[src/plc_map.vh]
/*
 * Register map, field layout, reset values and timing counts for the
 * loop source, enable and lock control block.
 * Assumes a 50 MHz system clock and APB word-addressed registers.
 */
`ifndef PLC_MAP_VH
`define PLC_MAP_VH

// Register indices; byte address is four times the index
`define PLC_IDX_FB_DIV 16'hf000
`define PLC_IDX_PRESCALE 16'hf001
`define PLC_IDX_SRC_SEL 16'hf002
`define PLC_IDX_RUN_CTRL 16'hf003
`define PLC_IDX_LOCK_STAT 16'hf004
`define PLC_IDX_CLK_OUT 16'hf005

// Address width of the APB byte address
`define PLC_AW 18

// Field positions and widths
`define PLC_FB_DIV_W 7
`define PLC_PRESCALE_W 2
`define PLC_SRC_BIT 0
`define PLC_RUN_BIT 0
`define PLC_LOCK_BIT 0
`define PLC_CLOCK_OUTPUT_PIN_EN_BIT 0
`define PLC_CLOCK_OUTPUT_PIN_RATE_LSB 1
`define PLC_CLOCK_OUTPUT_PIN_RATE_W 2

// Reset values
`define PLC_FB_DIV_RST 7'h60
`define PLC_PRESCALE_RST 2'h0
`define PLC_SRC_RST 1'h0
`define PLC_RUN_RST 1'h0
`define PLC_CLOCK_OUTPUT_PIN_RST 3'h0

// Timing: feedback settle time in microseconds, clock in MHz
`define PLC_SETTLE_US 100
`define PLC_CLK_MHZ 50
`define PLC_SETTLE_CYC (`PLC_SETTLE_US * `PLC_CLK_MHZ)

`endif

[src/plc_ctrl.v]
/*
 * Loop source select, loop enable with staged settings, and lock flag,
 * as an APB slave with a model of the loop's lock acquisition.
 * Assumes all inputs are synchronous to clk and a zero-wait APB master.
 */
// The APB interface to the registers is this design's own decision.
`timescale 1ns/1ns
`default_nettype none
`include "plc_map.vh"

// Operation
// Source bit 0: 0 picks master clock pin, 1 picks loop output.
// Written source choice waits until enable bit rises from 0 to 1.
// Enable rising edge loads divider, prescale, source, clock-output together.
// No lock attempt while the enable bit is cleared.
// Enable cleared means no loop output clock; dependent clocks stay idle.
// Lock flag in bit 0 is read only; writes leave it unchanged.
// Lock needs stable input, valid settings, enable, and settled feedback.
// Software polls the lock flag instead of waiting a fixed time.
// Software normally selects the loop output as core clock.
// After reset source, enable and lock bits are all zero.
// Prescale codes 00,01,10,11 divide master clock by 1,2,4,8.
// Feedback divider is a 7-bit multiplier, default 96.
module plc_ctrl #(
  parameter SETTLE_CYC = `PLC_SETTLE_CYC
) (
  // Clock and reset
  input wire clk,
  input wire rstn,
  // APB slave
  input wire psel,
  input wire penable,
  input wire pwrite,
  input wire [`PLC_AW-1:0] paddr,
  input wire [31:0] pwdata,
  output wire pready,
  output wire pslverr,
  output reg [31:0] prdata,
  // Loop and master clock status
  input wire master_clock_stable,
  // Active settings toward the clock tree
  output reg core_clock_select,
  output reg loop_run,
  output reg [`PLC_FB_DIV_W-1:0] feedback_multiplier,
  output reg [`PLC_PRESCALE_W-1:0] prescale_setting,
  output reg loop_ref_tick,
  output reg loop_clock_run,
  output reg clock_output_pin_oe,
  output reg [`PLC_CLOCK_OUTPUT_PIN_RATE_W-1:0] clock_output_rate,
  output reg loop_locked
);

  localparam ST_OFF = 2'h0;
  localparam ST_ACQ = 2'h1;
  localparam ST_LOCK = 2'h2;

  // Word-index match of the APB byte address
  function hit;
    input [`PLC_AW-1:0] a;
    input [15:0] idx;
    begin
      hit = (a[1:0] == 2'h0) && (a[`PLC_AW-1:2] == idx);
    end
  endfunction

  // Terminal count of the prescale divider for a code
  function [2:0] div_last;
    input [`PLC_PRESCALE_W-1:0] code;
    begin
      case (code)
        2'h0: div_last = 3'h0;
        2'h1: div_last = 3'h1;
        2'h2: div_last = 3'h3;
        default: div_last = 3'h7;
      endcase
    end
  endfunction

  // Staged registers as software sees them
  reg [`PLC_FB_DIV_W-1:0] fb_div_q;
  reg [`PLC_PRESCALE_W-1:0] prescale_q;
  reg src_sel_q;
  reg run_q;
  reg [2:0] clock_output_pin_q;
  reg [1:0] state_q;
  reg [1:0] state_d;
  reg [15:0] settle_q;
  reg [2:0] div_cnt_q;

  wire wr_en;
  wire rd_en;
  wire mapped;
  wire run_rise;
  wire settings_ok;

  // Zero-wait slave; errors only on unmapped words
  assign pready = 1'b1;
  assign mapped = hit(paddr, `PLC_IDX_FB_DIV) |
                  hit(paddr, `PLC_IDX_PRESCALE) |
                  hit(paddr, `PLC_IDX_SRC_SEL) |
                  hit(paddr, `PLC_IDX_RUN_CTRL) |
                  hit(paddr, `PLC_IDX_LOCK_STAT) |
                  hit(paddr, `PLC_IDX_CLK_OUT);
  assign pslverr = psel & penable & ~mapped;
  assign wr_en = psel & penable & pwrite;
  assign rd_en = psel & penable & ~pwrite;
  assign run_rise = wr_en & hit(paddr, `PLC_IDX_RUN_CTRL) &
                    pwdata[`PLC_RUN_BIT] & ~run_q;
  // Zero multiplier cannot lock
  assign settings_ok = (feedback_multiplier != {`PLC_FB_DIV_W{1'b0}});

  // Software-visible registers
  always @(posedge clk or negedge rstn) begin
    if (!rstn) begin
      fb_div_q <= `PLC_FB_DIV_RST;
      prescale_q <= `PLC_PRESCALE_RST;
      src_sel_q <= `PLC_SRC_RST;
      run_q <= `PLC_RUN_RST;
      clock_output_pin_q <= `PLC_CLOCK_OUTPUT_PIN_RST;
    end else if (wr_en) begin
      if (hit(paddr, `PLC_IDX_FB_DIV))
        fb_div_q <= pwdata[`PLC_FB_DIV_W-1:0];
      if (hit(paddr, `PLC_IDX_PRESCALE))
        prescale_q <= pwdata[`PLC_PRESCALE_W-1:0];
      if (hit(paddr, `PLC_IDX_SRC_SEL))
        src_sel_q <= pwdata[`PLC_SRC_BIT];
      if (hit(paddr, `PLC_IDX_RUN_CTRL))
        run_q <= pwdata[`PLC_RUN_BIT];
      if (hit(paddr, `PLC_IDX_CLK_OUT))
        clock_output_pin_q <= pwdata[2:0];
    end
  end

  // Active copies except loop_run load only on the enable rising edge
  always @(posedge clk or negedge rstn) begin
    if (!rstn) begin
      core_clock_select <= `PLC_SRC_RST;
      feedback_multiplier <= `PLC_FB_DIV_RST;
      prescale_setting <= `PLC_PRESCALE_RST;
      clock_output_pin_oe <= 1'b0;
      clock_output_rate <= 2'h0;
      loop_run <= 1'b0;
    end else begin
      loop_run <= run_q;
      if (run_rise) begin
        core_clock_select <= src_sel_q;
        feedback_multiplier <= fb_div_q;
        prescale_setting <= prescale_q;
        clock_output_pin_oe <= clock_output_pin_q[`PLC_CLOCK_OUTPUT_PIN_EN_BIT];
        clock_output_rate <=
          clock_output_pin_q[`PLC_CLOCK_OUTPUT_PIN_RATE_LSB +: `PLC_CLOCK_OUTPUT_PIN_RATE_W];
      end
    end
  end

  // Reference divider ahead of the loop; cleared when the loop is off
  always @(posedge clk or negedge rstn) begin
    if (!rstn) begin
      div_cnt_q <= 3'h0;
      loop_ref_tick <= 1'b0;
    end else if (!loop_run) begin
      div_cnt_q <= 3'h0;
      loop_ref_tick <= 1'b0;
    end else if (div_cnt_q >= div_last(prescale_setting)) begin
      div_cnt_q <= 3'h0;
      loop_ref_tick <= 1'b1;
    end else begin
      div_cnt_q <= div_cnt_q + 3'h1;
      loop_ref_tick <= 1'b0;
    end
  end

  // Lock acquisition
  always @* begin
    state_d = state_q;
    case (state_q)
      ST_OFF: begin
        if (loop_run && master_clock_stable && settings_ok)
          state_d = ST_ACQ;
      end
      ST_ACQ: begin
        if (!loop_run || !master_clock_stable || !settings_ok)
          state_d = ST_OFF;
        else if (settle_q >= SETTLE_CYC[15:0] - 16'h1)
          state_d = ST_LOCK;
      end
      ST_LOCK: begin
        if (!loop_run || !master_clock_stable || !settings_ok)
          state_d = ST_OFF;
      end
      default: state_d = ST_OFF;
    endcase
    // New settings mean a fresh acquisition
    if (run_rise)
      state_d = ST_OFF;
  end

  always @(posedge clk or negedge rstn) begin
    if (!rstn) begin
      state_q <= ST_OFF;
      settle_q <= 16'h0;
      loop_locked <= 1'b0;
      loop_clock_run <= 1'b0;
    end else begin
      state_q <= state_d;
      settle_q <= (state_q == ST_ACQ && state_d == ST_ACQ) ?
                  settle_q + 16'h1 : 16'h0;
      loop_locked <= (state_d == ST_LOCK);
      loop_clock_run <= run_q;
    end
  end

  // Read data; reserved bits read zero
  always @(posedge clk or negedge rstn) begin
    if (!rstn) begin
      prdata <= 32'h0;
    end else if (psel && !penable && !pwrite) begin
      prdata <= 32'h0;
      if (hit(paddr, `PLC_IDX_FB_DIV))
        prdata <= {25'h0, fb_div_q};
      if (hit(paddr, `PLC_IDX_PRESCALE))
        prdata <= {30'h0, prescale_q};
      if (hit(paddr, `PLC_IDX_SRC_SEL))
        prdata <= {31'h0, src_sel_q};
      if (hit(paddr, `PLC_IDX_RUN_CTRL))
        prdata <= {31'h0, run_q};
      if (hit(paddr, `PLC_IDX_LOCK_STAT))
        prdata <= {31'h0, loop_locked};
      if (hit(paddr, `PLC_IDX_CLK_OUT))
        prdata <= {29'h0, clock_output_pin_q};
    end else if (rd_en && hit(paddr, `PLC_IDX_LOCK_STAT)) begin
      prdata <= {31'h0, loop_locked};
    end
  end

endmodule // plc_ctrl
`default_nettype wire

[config.mk]
export PLATFORM = sky130hd
export DESIGN_NAME = plc_ctrl
export DESIGN_NICKNAME = d
export VERILOG_FILES = /design/src/plc_ctrl.v
export VERILOG_INCLUDE_DIRS = /design/src
export SDC_FILE = /design/constraint.sdc
export NUM_CORES = 1
export LEC_CHECK = 0
export BUFFER_PORTS_ARGS = -buffer_cell sky130_fd_sc_hd__buf_2
export CAP_MARGIN = 20
export CORE_UTILIZATION = 45
export CTS_BUF_LIST = sky130_fd_sc_hd__clkbuf_16
export DETAILED_ROUTE_END_ITERATION = 10
export PLACE_DENSITY = 0.84
export SYNTH_ARGS = -nofsm -noshare
export SYNTH_HDL_FRONTEND = slang
export SYNTH_SLANG_ARGS = --single-unit
[constraint.sdc]
create_clock -name clk -period 1.5 [get_ports clk]
set_input_delay 0.375 -clock clk [delete_from_list [all_inputs] [get_ports clk]]
set_output_delay 0.375 -clock clk [all_outputs]
set_load 0.05 [all_outputs]
==> results of run 1 <==
==> synth_stat cells (all sizes together) <==
cell type  instances
a2111oi            1
a211oi             3
a21o               2
a21oi              4
a22oi              1
a311o              1
a31oi              1
and2               1
and3               1
and4b              1
buf               33
clkbuf             3
conb               2
dfrtp             54
dfstp              4
ha                 5
inv                9
mux2              28
mux4               1
nand2             11
nand2b             5
nand3              4
nand4              7
nand4b             1
nor2              13
nor3              21
nor3b              3
nor4              10
nor4b              1
o211a              1
o211ai             6
o21ai             10
o22ai              1
or2                2
or3                3
or4                3
xnor2             10
xor2               2
==> worst max-delay path: stages <==
cell and delay (ns):
buf_8 0.10, nor4_4 0.30, nand4_1 0.22, a21oi_2 0.22, nor2_4 0.05, buf_6 0.15
==> sequential cells by signal, indices dropped and copies added, names as in the netlist <==
name / count
clock_output_pin_oe: 1
clock_output_pin_q: 3
clock_output_rate: 2
core_clock_select: 1
div_cnt_q: 3
fb_div_q: 7
feedback_multiplier: 7
loop_clock_run: 1
loop_locked: 1
loop_ref_tick: 1
prdata: 7
prescale_q: 2
prescale_setting: 2
run_q: 1
settle_q: 16
src_sel_q: 1
state_q: 2
==> power breakdown <==
group          internal (mW)  switching (mW)
Clock                   1.64           0.782
Combinational          0.124           0.318
Sequential              1.57         0.00620
Total                   3.34            1.11
==> final cells by class <==
cell class	instances	area, um^2
clock buffer	9	225
clock inverter	7	125
fill	374	1780
inverter	9	33.8
multi-input combinational	193	1780
sequential	58	1460
tap	77	96.3
timing repair buffer	115	887
==> repair_timing <==
item,4_1_cts,5_1_grt
setup endpoints to repair,52,54
pin swaps,7,22
setup buffers,5,14
hold buffers,1,0
hold endpoints to repair,11,0
resized for setup,27,55
==> routing by layer <==
metal / up-vias / routed length [um] / GRT usage
li1: 1147 / - / -
met1: 1342 / 3710 / 0.285
met2: 184 / 4620 / 0.395
met3: 55 / 589 / 0.0415
met4: 0 / 487 / 0.151
met5: - / 0 / 0
==> worst paths after layout <==
check,end
worst max-delay path,pslverr
worst min-delay path,fb_div_q[6]
worst max register to register,settle_q[1]
worst min register to register,div_cnt_q[0]
max in group asynchronous,feedback_multiplier[5]
min in group asynchronous,settle_q[6]
==> logic make-up after synthesis <==
group | Yosys count
muxes | 29
adders and majority gates | 5
DFF | 58
and+or+nand+nor | 87
buffers and inverters | 45
xor gates and xnor gates | 12
other | 2
AOI/OAI and AO/OA | 31
==> reports/qor.yml, run 1 <==
run_status: "complete, but fails checks"
failed_checks: "negative setup slack"
most_frequent_cells_in_the_layout: "dfrtp_1, buf_2, buf_4"
hold_slack_final_ns: 0.275
detailedPlace.worstSlack_ns: -0.531
hp-class: "primary input to flop"
dieArea_um2: 7010
worst_pin_slew_ns: 0.607
post-route-util: 0.721
maxCapViolCount: 0
detail_route.wirelength_um: 9410
antenna_diode_count: 0
maxClockFrequency_ghz: 0.558
clock_tree.htree_level_count: 3
detailed_place_hpwl_um: 5100
grt_overflow: 0
grt_start_max_net_pins: 29
rsz0062_at_grt: "true"
initial_utilization: 0.471
synth_seq_cells: 58
drt-wirelength-per-cell_um: 20.1
grt_first_pass_wirelength_um: 12800
worst_setup_hold_path_clk_slew_ns: 0.06
detail_route.iter0.violations: 252
setup_viol_count_final: 52
whs_path_depth: 2
number_of_nets_at_the_end_of_the_flow: 447
route.detailed.drc: 0
numClockSinks: 58
layout_min_cycle_time_ns: 1.79
cellPowerDensity_nw_per_um2: 964
final.setup_skew_ns: 0.00760
number_of_buffers_inserted_by_port_buffering: 55
chipWidth_um: 83.7
mostFrequentLayoutCell: "dfrtp_1"
seq_area_frac_synth: 0.484
final-instance-count-excl-fill: 468
r2r_slack_ns: -0.14
total_power_mw: 4.44
dr_total_vias: 2728
clk_root_buffer_cell: "clkbuf_16"
io-pin-count: 107
fin_ws_ns: -0.294
antenna_violating_nets_post_route: 0
drtPass1Iterations: 5
layout.cell_area.non_filler_um2: 4610
dpl.cell_count: 433
worstReg2RegStart: "feedback_multiplier[1]"
avg_vias_per_cell: 5.83
startpoint: "paddr[6]"
max_slew_vio_count: 0
critical_path.startpoint_type: "primary input"
place_congestion: 0.874
grt_usage: 0.238
yosys.cell_types.count: 51
yosys.area.top_type: "dfrtp_1"
yosys.area_share.xor_xnor: 0.0350
synthesis.area_um2: 3010
critPathArrivalTime_ns: 1.42
synth_top_family_by_area: "simple AND/OR/NAND/NOR gates"
hold_path_origin: "pwdata[6]"
compound_gate_portion_of_the_synthesized_area: 0.0687
num_rows: 29
post_synth_inst_count: 269
synthesis.yosys.warnings: 0
synthAdderAreaFrac: 0.0208
setup-tns-final_ns: -8.79
via_count_of_the_first_global_routing_pass: 2621
critical_path.endpoint_type: "primary output"
post-synth-top-area-fraction: 0.449
yosys.area_share.simple: 0.181
antenna_found_initial: 0
critPathMaxFanout: 3
static-leakage-power_nw: 2.11
area_growth_from_synthesis_to_layout_pct: 53.2
fraction_of_layout_instances_using_a_drive_strength_above_1: 0.547
synth.mux.area_fraction: 0.112
core-area_um2: 6390
netlist_top_cells_area: "dfrtp_1, mux2_2, buf_4"
worstSkewPairLatency_ns: 0.33
relSlewSlack: 0.592
tritoncts: "built"
die_y_um: 83.7
synthesis.area_per_instance_um2: 11.2
criticalPathCategory: "primary input to primary output"
placement.cell_area_um2: 3750
reg2reg_depth: 5
fin_crit_sh: 1.20
max-vdd-ir-drop_mv: 0.987
numCtsBuffers: 9
final_number_of_hold_violating_endpoints: 0
crit_required_ns: 1.12
cts-root-to-sink-buffers: 2
(Power assumes the default switching activity.)
==> inputs of run 2 (changes only) <==
--- a/config.mk
+++ b/config.mk
@@ -9,4 +9,5 @@
 export BUFFER_PORTS_ARGS = -buffer_cell sky130_fd_sc_hd__buf_2
 export CAP_MARGIN = 20
+export CORE_MARGIN = 2
 export CORE_UTILIZATION = 45
 export CTS_BUF_LIST = sky130_fd_sc_hd__clkbuf_16
==> constraint.sdc (replaced) <==
create_clock -name clk -period 1.5 [get_ports clk]
set_input_delay 0.225 -clock clk [delete_from_list [all_inputs] [get_ports clk]]
set_output_delay 0.225 -clock clk [all_outputs]
set_load 0.05 [all_outputs]
==> reports/qor.yml, run 2 (same netlist as run 1, synthesis figures left out) <==
run_status: "complete, but fails checks"
failed_checks: "design-rule violations, negative setup slack"
detail_route.wirelength_um: 8840
critical_path.startpoint_type: "primary input"
final_number_of_hold_violating_endpoints: 0
rsz0062_at_grt: "true"
most_frequent_cells_in_the_layout: "dfrtp_1, buf_2, buf_4"
final.setup_skew_ns: 0.00595
dpl.cell_count: 435
total_power_mw: 3.77
max_slew_vio_count: 0
clk_root_buffer_cell: "clkbuf_16"
chipWidth_um: 85.7
tritoncts: "built"
layout_min_cycle_time_ns: 1.63
io-pin-count: 107
drtPass1Iterations: 8
route.detailed.drc: 4
critical_path.endpoint_type: "flop"
dieArea_um2: 7350
drt-wirelength-per-cell_um: 19.1
num_rows: 29
cts-root-to-sink-buffers: 2
largest_register_ffs: 16
critPathMaxFanout: 7
grt_overflow: 0
detailedPlace.worstSlack_ns: -0.370
initial_utilization: 0.468
numClockSinks: 58
core-area_um2: 6420
via_count_of_the_first_global_routing_pass: 2596
fin_crit_sh: 1.09
worst_setup_hold_path_clk_slew_ns: 0.05
cellPowerDensity_nw_per_um2: 855
reg2reg_depth: 4
avg_vias_per_cell: 5.64
mostFrequentLayoutCell: "dfrtp_1"
clock_tree.htree_level_count: 3
top_register: "settle_q"
detail_route.iter0.violations: 142
static-leakage-power_nw: 2.05
antenna_found_initial: 0
number_of_buffers_inserted_by_port_buffering: 55
detailed_place_hpwl_um: 5170
area_growth_from_synthesis_to_layout_pct: 46.7
whs_path_depth: 2
critPathArrivalTime_ns: 1.83
place_congestion: 0.866
antenna_violating_nets_post_route: 0
maxCapViolCount: 0
fin_ws_ns: -0.129
criticalPathCategory: "primary input to flop"
max-vdd-ir-drop_mv: 0.880
maxClockFrequency_ghz: 0.614
crit_required_ns: 1.70
numCtsBuffers: 9
number_of_nets_at_the_end_of_the_flow: 441
grt_start_max_net_pins: 30
hp-class: "primary input to flop"
fraction_of_layout_instances_using_a_drive_strength_above_1: 0.527
setup_viol_count_final: 39
post-route-util: 0.687
grt_usage: 0.220
final-instance-count-excl-fill: 462
dr_total_vias: 2605
antenna_diode_count: 0
die_y_um: 85.7
worstSkewPairLatency_ns: 0.32
grt_first_pass_wirelength_um: 12600
run 2: cell types whose count changed in the layout (fill, tap and decap cells not counted), sizes merged:
cell    delta
inv        +1
buf        -8
clkbuf     +2
clkinv     +2
bufinv     -3
run 2: worst paths after layout:
check	from	end	slack [ns]
max	paddr[0]	fb_div_q[1]	-0.13
min	pwdata[6]	fb_div_q[6]	0.13
max reg2reg	run_q	feedback_multiplier[0]	-0.09
min reg2reg	div_cnt_q[0]	div_cnt_q[0]	0.47
max in group asynchronous	rstn	feedback_multiplier[5]	0.70
min in group asynchronous	rstn	prdata[3]	0.48
run 2: what timing repair did:
| action | CTS | global route |
|---|---|---|
| pin swaps | 9 | 16 |
| hold endpoints to repair | 54 | 0 |
| gates resized for setup | 27 | 44 |
| buffers inserted | 4 | 4 |
| endpoints found under the setup margin | 31 | 50 |
| hold buffers | 1 | 0 |
| gates cloned | 1 | 1 |
run 2: report_power, final:
group | switching (mW) | internal [mW] | leakage, nW
clock network | 0.679 | 1.08 | 0.140
registers | 0.00717 | 1.58 | 0.784
logic | 0.313 | 0.113 | 1.12
total | 1.00 | 2.77 | 2.05
run 2: through the flow:
step / instance area, um^2 / hold WS (ns) / TNS, ns
2_1_floorplan: 3280 / -0.0706 / -2.87
3_3_place_gp: 3720 / 0.271 / -8.78
3_5_place_dp: 3720 / 0.280 / -11.49
4_1_cts: 4130 / 0.131 / -0.531
5_1_grt: 4410 / 0.129 / -4.15
6_report: 4410 / 0.131 / -1.95
run 2: cell type report:
cell class	instances	area [um^2]
fill	423	2010
multi-input combinational	193	1770
sequential	58	1460
timing repair buffer	109	793
clock buffer	9	225
tap	77	96.3
inverter	9	33.8
clock inverter	7	30.0
run 2: critical path, cell delays in order:
cell     delay, ns
buf_8         0.10
nor4_4        0.30
nand4_1       0.20
buf_4         0.20
nor4_4        0.28
buf_6         0.21
mux2_4        0.31
run 2: routing by layer:
layer / wire length (um) / GRT usage / up-vias
li1: - / - / 1136
met1: 3370 / 0.268 / 1287
met2: 4510 / 0.372 / 147
met3: 621 / 0.0770 / 35
met4: 333 / 0.0606 / 0
met5: 0 / 0 / -
